[config.mk]
export PLATFORM = sky130hd
export DESIGN_NAME = lzv_level0_ctrl
export DESIGN_NICKNAME = d
export VERILOG_FILES = /design/src/lzv_pkg.sv /design/src/lzv_edge_capture.sv /design/src/lzv_level0_ctrl.sv
export SDC_FILE = /design/constraint.sdc
export NUM_CORES = 1
export LEC_CHECK = 0
export BUFFER_PORTS_ARGS = -buffer_cell sky130_fd_sc_hd__buf_2
export CAP_MARGIN = 20
export CORE_ASPECT_RATIO = 1.75
export CORE_MARGIN = 2
export CORE_UTILIZATION = 30
export CTS_CLUSTER_SIZE = 25
export DETAILED_ROUTE_END_ITERATION = 10
export GPL_ROUTABILITY_DRIVEN = 0
export PLACE_DENSITY = 0.53
export SYNTH_ARGS = -nofsm -noshare
export SYNTH_HDL_FRONTEND = slang
export SYNTH_SLANG_ARGS = --single-unit
[constraint.sdc]
create_clock -name clk -period 9.4 [get_ports clk]
set_input_delay 0.94 -clock clk [delete_from_list [all_inputs] [get_ports clk]]
set_output_delay 0.94 -clock clk [all_outputs]
set_load 0.01 [all_outputs]
[src/lzv_pkg.sv]
package lzv_pkg;

  // ==========================================================================
  // Register map (I/O addresses)
  // ==========================================================================
  localparam logic [7:0] LZV_VECTOR_LOW_ADDR = 8'h33;
  localparam logic [7:0] LZV_EDGE_CTRL_ADDR  = 8'hDF;
  localparam logic [7:0] LZV_TRAP_CTRL_ADDR  = 8'h34;

  // ==========================================================================
  // Field positions and reset values
  // ==========================================================================
  localparam int          LZV_VEC_HI_LSB     = 5;
  localparam int          LZV_IRQ2_MODE_LSB  = 6;
  localparam int          LZV_IRQ2_SENSE_BIT = 3;
  localparam logic [2:0]  LZV_VEC_HI_RST     = 3'h0;
  localparam logic [2:0]  LZV_SRC_EN_RST     = 3'h1;
  localparam logic [1:0]  LZV_IRQ2_MODE_RST  = 2'h0;
  localparam logic [7:0]  LZV_PAGE_RST       = 8'h00;
  localparam logic [15:0] LZV_MODE1_TARGET   = 16'h0038;

  // ==========================================================================
  // Timing
  // ==========================================================================
  localparam int          LZV_CLK_PERIOD_PS  = 5000;
  localparam int          LZV_ACK_TIME_PS    = 20000;
  localparam int          LZV_ACK_CYCLES     = (LZV_ACK_TIME_PS + LZV_CLK_PERIOD_PS - 1)
                                               / LZV_CLK_PERIOD_PS;
  localparam logic [3:0]  LZV_ACK_LAST       = 4'(LZV_ACK_CYCLES - 1);

  // ==========================================================================
  // Types
  // ==========================================================================
  typedef enum logic [1:0] {LZV_IM0, LZV_IM1, LZV_IM2} lzv_mode_e;

  typedef enum logic [2:0] {
    LZV_IDLE, LZV_ACK, LZV_EXEC, LZV_PUSH, LZV_VLO, LZV_VHI, LZV_JUMP
  } lzv_state_e;

  typedef struct packed {
    logic opcodeFetchStrobeN;
    logic ioRequestStrobeN;
  } lzv_ack_pins_s;

  typedef struct packed {
    logic        valid;
    logic [15:0] addr;
  } lzv_jump_s;

endpackage : lzv_pkg

[src/lzv_edge_capture.sv]
`timescale 1ns/100ps
`default_nettype none

module lzv_edge_capture
  import lzv_pkg::*;
(
  // Clock and reset
  input  wire logic       clk,
  input  wire logic       rstInt_n,
  // Pin level, already synchronised
  input  wire logic       pinLevel,
  // Control
  input  wire logic [1:0] mode,
  input  wire logic       unlatch,
  // Request towards the processor
  output var  logic       reqN
);

  logic prev_q, prev_d;
  logic latch_q, latch_d;
  logic reqN_q, reqN_d;
  logic edgeSeen;

  always_comb
  begin
    edgeSeen = mode[0] ? (pinLevel && !prev_q) : (!pinLevel && prev_q);
    prev_d   = pinLevel;
    latch_d  = latch_q;
    // latch holds until unlatch write or until level mode is selected
    if (unlatch)
      latch_d = 1'b0;
    // Edge arriving with the unlatch write still sets
    if (mode[1] && edgeSeen)
      latch_d = 1'b1;
    if (!mode[1])
      latch_d = 1'b0;
    // level mode follows the pin
    reqN_d = mode[1] ? !latch_d : pinLevel;
  end

  always_ff @(posedge clk or negedge rstInt_n)
  begin
    if (!rstInt_n)
    begin
      prev_q  <= 1'b1;
      latch_q <= 1'b0;
      reqN_q  <= 1'b1;
    end
    else
    begin
      prev_q  <= prev_d;
      latch_q <= latch_d;
      reqN_q  <= reqN_d;
    end
  end

  assign reqN = reqN_q;

endmodule // lzv_edge_capture

`default_nettype wire

[src/lzv_level0_ctrl.sv]
// Summary of operation
// Level 0 ranks below NMI; serves serial, timers, parallel port, ext pin 0.
// Four active-low requests ANDed; sampled in second-last instruction cycle.
// Take interrupt only if sample low, source enable set, global enable set.
// No maskable interrupt right after enable-type instructions.
// Three processing modes 0, 1, 2 chosen by mode instruction.
// Mode 0: clear enables, ack cycle with both strobes low, read opcode.
// Mode 0 executes supplied instruction, no automatic PC push.
// Invalid multibyte instruction in mode 0 ack raises trap.
// Supplied restart opcode pushes PC and jumps to 0..38H.
// Mode 1 clears enables, pushes PC, jumps to 0038H, no ack read.
// Page register has no I/O address; loaded and read by instructions.
// Page register drives upper address while fetching routine address.
// Mode 2 clears enables, same ack cycle, byte taken as vector.
// Interrupting device supplies vector with bit 0 clear.
// Mode 2 pushes PC, reads low then high routine byte, jumps.
// Vector low bits 7..5 feed synthesized vectors; reset clears them.
// Edge register bits 7..6 select level, falling or rising capture.
// Latched edge cleared only by writing 1 to edge register bit 3; the code also clears it whenever bits 7..6 select level mode.
// Bit 3 reads pin level; write 1 clears latch, 0 does nothing.
// Reset sets level 0 enable, clears interrupt 1 and 2 enables.
// Level mode interrupt 2 request follows the pin directly.
`timescale 1ns/100ps
`default_nettype none

module lzv_level0_ctrl
  import lzv_pkg::*;
(
  // Clock and reset
  input  wire logic          clk,
  input  wire logic          rst_n,
  // Level 0 request sources and the interrupt 2 pin
  input  wire logic          serialIrqN,
  input  wire logic          timerIrqN,
  input  wire logic          parallelIrqN,
  input  wire logic          ext_irq0_n,
  input  wire logic          ext_irq2_n,
  // Instruction events from the core
  input  wire logic          instrSample,
  input  wire logic          instrDone,
  input  wire logic          noIrqAfter,
  input  wire logic          nmiTaken,
  input  wire logic          irq_enable_instr,
  input  wire logic          irqDisableInstr,
  input  wire logic          retnInstr,
  input  wire logic          irq_mode_select_instr,
  input  wire logic [1:0]    modeSel,
  input  wire logic          loadPageInstr,
  input  wire logic [7:0]    accData,
  // Opcode hand-off for mode 0
  input  wire logic          opcodeDone,
  input  wire logic          opcodeBad,
  // Stack push and vector memory reads
  input  wire logic          pushDone,
  input  wire logic          memRdAck,
  input  wire logic [7:0]    memRdData,
  // Acknowledge data bus
  input  wire logic [7:0]    dataBus,
  // I/O register access
  input  wire logic          ioWrEn,
  input  wire logic          ioRdEn,
  input  wire logic [7:0]    ioAddr,
  input  wire logic [7:0]    ioWrData,
  output var  logic [7:0]    ioRdData,
  // Acknowledge strobes
  output var  lzv_ack_pins_s ackPins,
  // Core control
  output var  logic          cpuHold,
  output var  logic          pushReq,
  output var  lzv_jump_s     jump,
  output var  logic          opcodeValid,
  output var  logic [7:0]    opcodeByte,
  output var  logic          trapReq,
  output var  logic          memRdReq,
  output var  logic [15:0]   memAddr,
  // Flags and shared state
  output var  logic          global_irq_enable_flag,
  output var  logic          saved_irq_enable_flag,
  output var  logic [7:0]    pageReg,
  output var  logic [2:0]    vectorHiBits,
  output var  logic [2:0]    srcEnable,
  output var  logic          irq2ReqN
);

  // ==========================================================================
  // Reset release and pin synchronisers
  // ==========================================================================
  logic [1:0] rstSync_q;
  logic       rstInt_n;

  always_ff @(posedge clk or negedge rst_n)
  begin
    if (!rst_n)
      rstSync_q <= 2'b00;
    else
      rstSync_q <= {rstSync_q[0], 1'b1};
  end

  assign rstInt_n = rstSync_q[1];

  // Data bus is only read after the strobes have been low long enough
  logic [9:0] pinMeta_q, pinSync_q;
  logic       irq0Sync, irq2Sync;
  logic [7:0] dataSync;

  always_ff @(posedge clk or negedge rstInt_n)
  begin
    if (!rstInt_n)
    begin
      pinMeta_q <= 10'h3FF;
      pinSync_q <= 10'h3FF;
    end
    else
    begin
      pinMeta_q <= {ext_irq0_n, ext_irq2_n, dataBus};
      pinSync_q <= pinMeta_q;
    end
  end

  assign irq0Sync = pinSync_q[9];
  assign irq2Sync = pinSync_q[8];
  assign dataSync = pinSync_q[7:0];

  // ==========================================================================
  // Helpers
  // ==========================================================================
  function automatic logic isRestart(input logic [7:0] op);
    isRestart = (op[7:6] == 2'b11) && (op[2:0] == 3'b111);
  endfunction

  function automatic logic [15:0] restartTarget(input logic [7:0] op);
    restartTarget = {10'h000, op[5:3], 3'b000};
  endfunction

  // ==========================================================================
  // State
  // ==========================================================================
  // One record for all state apart from the synchronisers and the interrupt-2 capture keeps reset and registering in one place
  typedef struct packed {
    lzv_state_e    state;
    lzv_mode_e     mode;
    logic          gie;
    logic          sie;
    logic          sampled;
    logic          blocked;
    logic [2:0]    srcEn;
    logic [2:0]    vecHi;
    logic [1:0]    irq2Mode;
    logic [7:0]    page;
    logic [3:0]    cnt;
    logic [7:0]    vec;
    logic [7:0]    isrLo;
    logic [15:0]   target;
    logic [15:0]   memAddr;
    logic          memRdReq;
    logic          pushReq;
    logic          hold;
    lzv_jump_s     jump;
    lzv_ack_pins_s ack;
    logic          opValid;
    logic          trap;
    logic [7:0]    rdData;
  } lzv_regs_s;

  lzv_regs_s regs_q, regs_d;
  logic      composite;
  logic      take;
  logic      unlatch;

  // all four sources share one level
  // active-low requests combine by AND
  assign composite = serialIrqN & timerIrqN & parallelIrqN & irq0Sync;

  // writing 1 to the sense bit unlatches
  assign unlatch = ioWrEn && (ioAddr == LZV_EDGE_CTRL_ADDR) && ioWrData[LZV_IRQ2_SENSE_BIT];

  // sampled low, source enabled, globally enabled
  // instruction that forbids a following interrupt
  assign take = instrDone && !regs_q.sampled && regs_q.srcEn[0] && regs_q.gie
                && !regs_q.blocked && !noIrqAfter && !nmiTaken
                && (regs_q.state == LZV_IDLE);

  // ==========================================================================
  // Next-state logic
  // ==========================================================================
  always_comb
  begin
    regs_d = regs_q;
    // Strobes towards the core last one cycle
    {regs_d.memRdReq, regs_d.pushReq, regs_d.jump.valid, regs_d.opValid, regs_d.trap} = 5'h00;

    // composite caught in second-last cycle
    if (instrSample)
      regs_d.sampled = composite;
    // also blocks the next boundary, so two instruction boundaries in all
    if (instrDone)
      regs_d.blocked = noIrqAfter;

    if (irq_enable_instr)
      {regs_d.gie, regs_d.sie} = 2'b11;
    if (irqDisableInstr)
      {regs_d.gie, regs_d.sie} = 2'b00;
    if (retnInstr)
      regs_d.gie = regs_q.sie;
    // NMI outranks level 0; prior enable is saved
    if (nmiTaken)
      {regs_d.gie, regs_d.sie} = {1'b0, regs_q.gie};

    // mode instruction picks 0, 1 or 2; code 3 is ignored
    if (irq_mode_select_instr && modeSel != 2'd3)
      regs_d.mode = lzv_mode_e'(modeSel);

    // page register loaded only by instruction
    if (loadPageInstr)
      regs_d.page = accData;

    if (ioWrEn)
      unique case (ioAddr)
        // vector low bits 7..5 are programmable
        LZV_VECTOR_LOW_ADDR: regs_d.vecHi = ioWrData[7:LZV_VEC_HI_LSB];
        // interrupt-2 capture mode
        LZV_EDGE_CTRL_ADDR:  regs_d.irq2Mode = ioWrData[7:LZV_IRQ2_MODE_LSB];
        LZV_TRAP_CTRL_ADDR:  regs_d.srcEn = ioWrData[2:0];
        default:             regs_d.srcEn = regs_q.srcEn;
      endcase

    // Reads answer the next cycle; unmapped addresses read zero
    if (ioRdEn)
      unique case (ioAddr)
        LZV_VECTOR_LOW_ADDR: regs_d.rdData = {regs_q.vecHi, 5'h00};
        // sense bit shows the pin level
        LZV_EDGE_CTRL_ADDR:  regs_d.rdData = {regs_q.irq2Mode, 2'b00, irq2Sync, 3'b000};
        LZV_TRAP_CTRL_ADDR:  regs_d.rdData = {5'h00, regs_q.srcEn};
        default:             regs_d.rdData = 8'h00;
      endcase

    unique case (regs_q.state)
      LZV_IDLE:
        if (take)
        begin
          // R10: R13: every mode disables both flags first
          {regs_d.gie, regs_d.sie} = 2'b00;
          regs_d.hold              = 1'b1;
          regs_d.cnt               = 4'h0;
          if (regs_q.mode == LZV_IM1)
          begin
            // fixed target, no acknowledge read
            regs_d.target  = LZV_MODE1_TARGET;
            regs_d.pushReq = 1'b1;
            regs_d.state   = LZV_PUSH;
          end
          else
          begin
            // R13: both strobes low together
            regs_d.ack   = '{opcodeFetchStrobeN: 1'b0, ioRequestStrobeN: 1'b0};
            regs_d.state = LZV_ACK;
          end
        end
      LZV_ACK:
      begin
        regs_d.cnt = regs_q.cnt + 4'h1;
        // Bus has cleared both sync flops by the last strobe cycle
        if (regs_q.cnt == LZV_ACK_LAST)
        begin
          regs_d.ack = '{opcodeFetchStrobeN: 1'b1, ioRequestStrobeN: 1'b1};
          regs_d.vec = dataSync;
          if (regs_q.mode == LZV_IM2)
          begin
            // byte is a vector; R14: device keeps bit 0 clear
            regs_d.pushReq = 1'b1;
            regs_d.state   = LZV_PUSH;
          end
          else if (isRestart(dataSync))
          begin
            // restart pushes PC and jumps
            regs_d.target  = restartTarget(dataSync);
            regs_d.pushReq = 1'b1;
            regs_d.state   = LZV_PUSH;
          end
          else
          begin
            // core runs supplied opcode, no push
            regs_d.opValid = 1'b1;
            regs_d.state   = LZV_EXEC;
          end
        end
      end
      LZV_EXEC:
        if (opcodeDone)
        begin
          // invalid multibyte sequence traps
          regs_d.trap  = opcodeBad;
          regs_d.hold  = 1'b0;
          regs_d.state = LZV_IDLE;
        end
      LZV_PUSH:
        if (pushDone && regs_q.mode == LZV_IM2)
        begin
          // R15: page on upper lines, vector below
          regs_d.memAddr  = {regs_q.page, regs_q.vec};
          regs_d.memRdReq = 1'b1;
          regs_d.state    = LZV_VLO;
        end
        else if (pushDone)
          regs_d.state = LZV_JUMP;
      LZV_VLO:
        if (memRdAck)
        begin
          // low half, then next higher address
          regs_d.isrLo    = memRdData;
          regs_d.memAddr  = regs_q.memAddr + 16'h0001;
          regs_d.memRdReq = 1'b1;
          regs_d.state    = LZV_VHI;
        end
      LZV_VHI:
        if (memRdAck)
        begin
          regs_d.target = {memRdData, regs_q.isrLo};
          regs_d.state  = LZV_JUMP;
        end
      LZV_JUMP:
      begin
        regs_d.jump  = '{valid: 1'b1, addr: regs_q.target};
        regs_d.hold  = 1'b0;
        regs_d.state = LZV_IDLE;
      end
      default:
        regs_d.state = LZV_IDLE;
    endcase
  end

  // ==========================================================================
  // Registers
  // ==========================================================================
  always_ff @(posedge clk or negedge rstInt_n)
  begin
    if (!rstInt_n)
    begin
      regs_q          <= '0;
      // reset selects mode 0
      regs_q.mode     <= LZV_IM0;
      // No stale request may be taken straight after reset
      regs_q.sampled  <= 1'b1;
      // level 0 enabled, levels 1 and 2 off
      regs_q.srcEn    <= LZV_SRC_EN_RST;
      // reset clears vector bits
      regs_q.vecHi    <= LZV_VEC_HI_RST;
      regs_q.irq2Mode <= LZV_IRQ2_MODE_RST;
      regs_q.page     <= LZV_PAGE_RST;
      regs_q.ack      <= '{opcodeFetchStrobeN: 1'b1, ioRequestStrobeN: 1'b1};
    end
    else
      regs_q <= regs_d;
  end

  // ==========================================================================
  // Interrupt-2 capture
  // ==========================================================================
  // R18: R21: capture mode and unlatch
  lzv_edge_capture u_irq2Capture (
    .clk      (clk),
    .rstInt_n (rstInt_n),
    .pinLevel (irq2Sync),
    .mode     (regs_q.irq2Mode),
    .unlatch  (unlatch),
    .reqN     (irq2ReqN)
  );

  assign ioRdData               = regs_q.rdData;
  assign ackPins                = regs_q.ack;
  assign cpuHold                = regs_q.hold;
  assign pushReq                = regs_q.pushReq;
  assign jump                   = regs_q.jump;
  assign opcodeValid            = regs_q.opValid;
  assign opcodeByte             = regs_q.vec;
  assign trapReq                = regs_q.trap;
  assign memRdReq               = regs_q.memRdReq;
  assign memAddr                = regs_q.memAddr;
  assign global_irq_enable_flag = regs_q.gie;
  assign saved_irq_enable_flag  = regs_q.sie;
  // R12: read back and upper address for vectored fetches
  assign pageReg                = regs_q.page;
  // bits 7..5 of synthesized vectors
  assign vectorHiBits           = regs_q.vecHi;
  assign srcEnable              = regs_q.srcEn;

endmodule // lzv_level0_ctrl

`default_nettype wire

Word-level counts from Yosys, hierarchy flattened

Index checks and enable logic that the tools add are counted.

$add $sub $neg: 2
Eq/ne operators: 26
Multiplexer cells: 53
Bitwise operators: 3
Reductions and logical operators: 38

Operator list:

| cell                                                            | count |
|---|---|
| 16-bit 2-to-1 mux                                               | 6 |
| 17-bit 2-to-1 mux                                               | 3 |
| 16-bit case mux with 3 select lines                             | 1 |
| 17-bit case mux with 2 select lines                             | 1 |
| 3-bit 2-to-1 mux                                                | 9 |
| 8-bit case mux with 3 select lines                              | 1 |
| 2-bit != test, second input constant                            | 10 |
| 2-bit 2-to-1 mux                                                | 9 |
| 3-bit case mux with 6 select lines                              | 1 |
| 1-bit 2-to-1 mux                                                | 17 |
| 16-bit by 1-bit adder with 16-bit output, second input constant | 1 |
| 8-bit by 6-bit == test with 1-bit output, second input constant | 2 |
| 1-bit logical AND                                               | 15 |
| 3-bit == test, second input constant                            | 4 |
| 2-bit AND reduction                                             | 6 |
| 8-bit == test, second input constant                            | 1 |
| 4-bit case mux with 2 select lines                              | 1 |
| 1-bit logical NOT                                               | 7 |
| 7-bit AND reduction                                             | 1 |
| 3-bit by 2-bit == test with 1-bit output, second input constant | 2 |
| 3-bit AND reduction                                             | 2 |
| 6-bit AND reduction                                             | 1 |
| 3-bit nonzero test                                              | 2 |
| 4-bit by 1-bit adder with 4-bit output, second input constant   | 1 |
| 14 further kinds                                                | 18 |

Flip-flop bits (word level): 134
Bits of input ports: 64

Longest topological paths before layout

Word-level depth: 10
Gate-level depth with buffers: 8
Mapped depth without buffers: 6

By module

Synthesis repeated with hierarchy kept, for this count alone.

Cell total of the unflattened synthesis: 554
Area, all modules: 6,049.6 µm²

Modules (own cells, without submodules):

| module           | times used | cells an instance | area each (µm²) | sequential area each (µm²) |
|---|---|---|---|---|
| lzv_level0_ctrl  | 1          | 543               | 5,924.4         | 3,256.9 |
| lzv_edge_capture | 1          | 11                | 125.1           | 77.6 |

Worst setup path before layout

No wires, ideal clock.

Kind: input to register
Start point: input ioAddr[3]
End point: register regs_q, in the netlist vectorHiBits[0]
Data arrival time: 2.302 ns
Required time: 9.275 ns
Slack: 6.973 ns
Stages on the path: 4
Path buffers: 0
Cell sequence: or4_1 > nor3_1 > and2_1 > mux2_2

Longest elaborated chain between the ends: 2

Ends and longest elaborated chain:

| what                                     | RTL line               | text |
|---|---|---|
| start, declared                          | lzv_level0_ctrl.sv:62  | `input wire logic [7:0] ioAddr,` |
| 8-bit by 6-bit == test with 1-bit output | lzv_level0_ctrl.sv:218 | `unique case (ioAddr)` |
| 2-bit AND reduction (no line)            | --                     |  |
| end signal, assigned                     | lzv_level0_ctrl.sv:353 | `regs_q <= regs_d;` |
| end, declared                            | lzv_level0_ctrl.sv:165 | `lzv_regs_s regs_q, regs_d;` |

No other way between the ends.
A chain may end at the register's enable or synchronous reset.

Worst setup path in the final report

Start point: register regs_q[108] in the netlist's numbering
End point: register regs_q, in the netlist memAddr[11]

Longest elaborated chain between the ends: 3
Elaborated cells between the ends (all ways): 7
Classes of those cells: eq/ne (4); mux (1); reduce/logical (2)

Ends and longest elaborated chain:

| what                                                                             | RTL line               | text |
|---|---|---|
| 3-bit by 2-bit == test with 1-bit output / 3-bit == test (equally long branches) | lzv_level0_ctrl.sv:237 | `unique case (regs_q.state)` |
| 2-bit != test (no line) / 2-bit nonzero test (equally long branches)             | --                     |  |
| 3-bit AND reduction (no line)                                                    | --                     |  |

Parallel ways exist; a longest one is shown, timed or not.

==> results_tabular.tex <==
\begin{tabular}{lr}
\hline
Metric & Value \\
\hline
\multicolumn{2}{l}{\textbf{Floorplan}} \\
\quad Area of the die & about 21000 um\^{}2 \\
\quad Number of rows created at floorplan & 68 \\
\quad Starting density of the core & 30.4\% \\
\quad Core area & 19600 um\^{}2 \\
\quad Horizontal die dimension & 110 um \\
\quad I/O pins & $\sim$140 \\
\quad Chip Height & 190 um \\
\multicolumn{2}{l}{\textbf{Route}} \\
\quad Top routing layer in use & met4 \\
\quad Number of nets with antenna violations after routing & 0 \\
\quad Average wire length per cell after detail routing & 15.4 um \\
\quad Detailed-routed wire length on met3 & a little under 700 um \\
\quad Total wirelength of the detailed-routed design & 13600 um \\
\quad Total iterations of the first detailed-routing run & 4 \\
\quad Initial detailed-routing violation count & 146 \\
\quad Met1 routed wirelength after detailed routing & 5120 um \\
\quad Vias after detailed routing & 4141 \\
\quad Routed wl met2 & between 7000 and 8000 um \\
\quad Detailed-route vias per instance & $\sim$4.7 \\
\quad Final routed DRC violation total & 0 \\
\multicolumn{2}{l}{\textbf{Yosys}} \\
\quad Xor-xnor portion of the synthesized cell area & 0.295\% \\
\quad Simple-gate share of the synthesized area & between 10 and 15\% \\
\quad Post-synthesis instance total & 557 \\
\quad Number of library cell types mapped by synthesis & 47 \\
\quad Synthesized-area fraction occupied by ao, oa, aoi and oai cells & under 10\% \\
\quad Post-synthesis mux area share & 8.90\% \\
\quad Number of synthesized flops with an enable pin & 0 \\
\quad Largest family of logic cells by synthesized area & simple AND/OR/NAND/NOR gates \\
\quad Area of the mapped netlist & 5950 um\^{}2 \\
\quad Number of flip-flops and latches in the synthesized netlist & 132 \\
\quad Main synth FF type & sky130\_fd\_sc\_hd\_\_dfrtp\_1 \\
\quad Mapped Nets & between 600 and 700 \\
\quad Yosys Warn Count & 0 \\
\quad Async set-reset flop share out of synthesis & 100\% \\
\quad Post-synthesis share of cell area spent on full adders, half adders and majority gates & less than 1\% \\
\quad Sequential element share of the synthesized area & 56.1\% \\
\quad Mean Syn Cell Area & about 11 um\^{}2 \\
\multicolumn{2}{l}{\textbf{Clocking}} \\
\quad CTS Root Buffer Type & sky130\_fd\_sc\_hd\_\_clkbuf\_16 \\
\quad Inserted Clock Buffers & 17 \\
\quad TritonCTS clock tree & built \\
\quad Clock tree buffer depth & 2 \\
\quad Number of H-tree levels & 4 \\
\quad Sinks on the clock net & between 100 and 150 \\
\quad Clock Pin Slew Worst Setup and Hold Paths & 0.06 ns \\
\quad Post-cts hold buffer count & 0 \\
\quad Buffers inserted by post-CTS timing repair & 0 \\
\quad Clock latency reported for the late side of the worst-skew pair & 0.42 ns \\
\quad Resized cells post-CTS & 0 \\
\multicolumn{2}{l}{\textbf{Power}} \\
\quad Clock network power share & 34.2\% \\
\quad Total chip power & 1990 uW \\
\quad Proportion of power drawn by flip-flops and latches & 42.1\% \\
\quad Cell Pwr Density & 285 nW/um\^{}2 \\
\quad Net switching power of the design & 637 uW \\
\quad Net switching fraction of the power & 31.9\% \\
\quad Part of the power in combinational logic & between 20\% and 30\% \\
\quad Power Internal & 1360 uW \\
\quad Leakage & $\sim$0.0033 uW \\
\quad Peak supply drop & approximately 0.00012 V \\
\multicolumn{2}{l}{\textbf{Flow run}} \\
\quad Maximum Capacitance Violations & 0 \\
\multicolumn{2}{l}{\textbf{GRT}} \\
\quad Maximum number of pins on one net before global-route repair & 76 \\
\quad Number of antenna violations at the first check in global routing & 0 \\
\quad Vias in the first global route & between 4000 and 5000 \\
\quad Global-route wire length before repair & 22800 um \\
\quad Total global routing overflow & 0 \\
\quad Tot GR Track Use & 13.8\% \\
\multicolumn{2}{l}{\textbf{Worst setup path}} \\
\quad Worst-path maximum fanout & 19 \\
\quad Data arrival time of the critical path & $\sim$3.3 ns \\
\quad Type of the worst setup path & flip-flop to flip-flop \\
\quad Reg2reg start & regs\_q[108] \\
\quad Required time worst endpoint & 9.70 ns \\
\quad Critical Path Start Type & flip-flop \\
\quad Endpoint kind of the worst setup timing path & flip-flop \\
\quad Timing startpoint of the critical path & regs\_q[108] \\
\multicolumn{2}{l}{\textbf{STA}} \\
\quad Count of final max-slew check failures & 0 \\
\quad Worst slew margin relative to its limit & 33.6\% \\
\quad Slew at the pin with the worst max-slew slack & 0.993 ns \\
\quad Fmax & approximately 0.33 GHz \\
\quad Clock skew after layout & between 0.007 and 0.008 ns \\
\quad Count of final hold-check violations & 0 \\
\quad Period utilisation layout & 31.9\% \\
\quad Setup TNS after final layout & 0 ns \\
\quad Unrepaired setup endpoints after global routing & no \\
\quad Minimum period implied by the final worst setup slack & 2.99 ns \\
\quad Crit path setup slack, layout & 6.41 ns \\
\quad Final setup viols & 0 \\
\multicolumn{2}{l}{\textbf{Final layout}} \\
\quad Most common cell after layout, fill and taps aside & sky130\_fd\_sc\_hd\_\_buf\_2 \\
\quad Layout area overhead & 17.5\% \\
\quad Fraction of layout cells with a size suffix above 1 & a little over a third \\
\quad Commonest cells after routing, fill and taps aside & sky130\_fd\_sc\_hd\_\_buf\_2, sky130\_fd\_sc\_hd\_\_dfrtp\_1, sky130\_fd\_sc\_hd\_\_nand2\_1 \\
\quad Count of inserted antenna diode cells & 0 \\
\quad FILL cells & 1950 \\
\quad Nets@finish & 694 \\
\multicolumn{2}{l}{\textbf{Placed design}} \\
\quad Placed wire-length estimate & 9860 um \\
\quad Count of input and output buffers & about 130 \\
\quad Post-placement setup slack & 6.34 ns \\
\multicolumn{2}{l}{\textbf{Run status}} \\
\quad Result of the run & finished clean \\
\multicolumn{2}{l}{\textbf{Min path}} \\
\quad Min-delay worst type & input port to async pin \\
\hline
\end{tabular}
[worst max-delay path: stages (launching register included)]
cell and delay (ns):
sky130_fd_sc_hd__dfrtp_1 0.72, sky130_fd_sc_hd__nor2b_1 0.28, sky130_fd_sc_hd__and3b_1 0.71, sky130_fd_sc_hd__nor2_1 0.37, sky130_fd_sc_hd__inv_1 0.31, sky130_fd_sc_hd__o21ai_0 0.15
sky130_fd_sc_hd__a221o_1 0.32
[logic make-up (layout without fill, tap and decap cells)]
logic type      after synthesis  count (layout)
buf+inv                     110             194
compound gates               78              78
fa+ha+maj                     2               2
flops                       132             132
other cells                   2               2
xor+xnor                      2               2
simple gates                182             182
mux                          49              49
[synth_stat cells (2+ instances only)]
library cell | n | area, um^2
sky130_fd_sc_hd__dfrtp_1 | 107 | 2680
sky130_fd_sc_hd__nand2_1 | 92 | 345
sky130_fd_sc_hd__buf_4 | 65 | 488
sky130_fd_sc_hd__o21ai_0 | 34 | 170
sky130_fd_sc_hd__mux2_2 | 31 | 349
sky130_fd_sc_hd__nor2_1 | 29 | 109
sky130_fd_sc_hd__inv_1 | 26 | 97.6
sky130_fd_sc_hd__dfstp_2 | 25 | 657
sky130_fd_sc_hd__mux2i_1 | 18 | 180
sky130_fd_sc_hd__clkbuf_1 | 16 | 60.1
sky130_fd_sc_hd__a21oi_1 | 11 | 55.1
sky130_fd_sc_hd__nand3_1 | 11 | 55.1
sky130_fd_sc_hd__nor2b_1 | 10 | 62.6
sky130_fd_sc_hd__a221o_1 | 8 | 80.1
sky130_fd_sc_hd__a22oi_1 | 6 | 45.0
sky130_fd_sc_hd__nor3_1 | 6 | 30.0
sky130_fd_sc_hd__and2_1 | 5 | 31.3
sky130_fd_sc_hd__and3_1 | 5 | 31.3
sky130_fd_sc_hd__nand4_1 | 5 | 31.3
sky130_fd_sc_hd__and4_1 | 4 | 35.0
sky130_fd_sc_hd__o311ai_0 | 4 | 35.0
sky130_fd_sc_hd__nor3b_1 | 3 | 22.5
sky130_fd_sc_hd__nor4_1 | 3 | 18.8
sky130_fd_sc_hd__a31o_2 | 2 | 17.5
sky130_fd_sc_hd__a31oi_1 | 2 | 12.5
sky130_fd_sc_hd__conb_1 | 2 | 7.51
sky130_fd_sc_hd__ha_1 | 2 | 25.0
sky130_fd_sc_hd__nand2b_1 | 2 | 12.5
sky130_fd_sc_hd__o211ai_1 | 2 | 15.0
sky130_fd_sc_hd__o31a_1 | 2 | 17.5
sky130_fd_sc_hd__or4_1 | 2 | 15.0
sky130_fd_sc_hd__xor2_1 | 2 | 17.5
[layer usage]
metal  GRT usage (%)  vias up
met4            6.83        0
li1                -     1971
met5               0        -
met3            4.20       25
met2            25.6      110
met1            13.8     2035
[sequential cells by signal (all words and copies together) (netlist names), 7 cells and up]
signal	count
pinMeta_q	10
pinSync_q	10
ioRdData	7
memAddr	16
regs_q	37
pageReg	8
jump	17
opcodeByte	8
[power groups by stage]
stage | sequential [uW] | combinational [uW] | clock [uW]
after detailed placement | 849 | 481 | 0
final | 838 | 473 | 681
after floorplan | 798 | 440 | 0
after global routing | 864 | 529 | 727
after global placement | 841 | 465 | 0
after CTS | 840 | 483 | 703
[cell type report]
type / count / area [um^2] / area share (%)
Sequential cell: 132 / 3340 / 47.8
Inverter: 26 / 97.6 / 1.40
Clock buffer: 19 / 453 / 6.49
Multi-Input combinational cell: 315 / 1950 / 27.9
Timing Repair Buffer: 136 / 686 / 9.82
Tap cell: 245 / 307 / 4.39
Clock inverter: 13 / 158 / 2.26
[worst paths after layout]
kind	depth (start not counted)	end	slack, ns
worst max register to register	6	memAddr[11]	6.41
worst min-delay path	1	rstSync_q[0]	0.29
min in group clk	0	pinSync_q[4]	0.35
worst min register to register	0	pinSync_q[4]	0.35
worst max-delay path	6	memAddr[11]	6.41
max in group asynchronous	1	jump[3]	7.52
[through the flow]
step	area, um^2	hold WS (ns)	instances	utilization (%)
2_1_floorplan	5950	0.331	557	-
3_3_place_gp	6370	0.339	854	32.6
3_5_place_dp	6370	0.346	854	32.6
4_1_cts	6980	0.265	886	35.7
5_1_grt	6980	0.267	886	35.7
6_report	6980	0.290	886	35.7
Note: power is estimated with default switching activity, not from simulation.
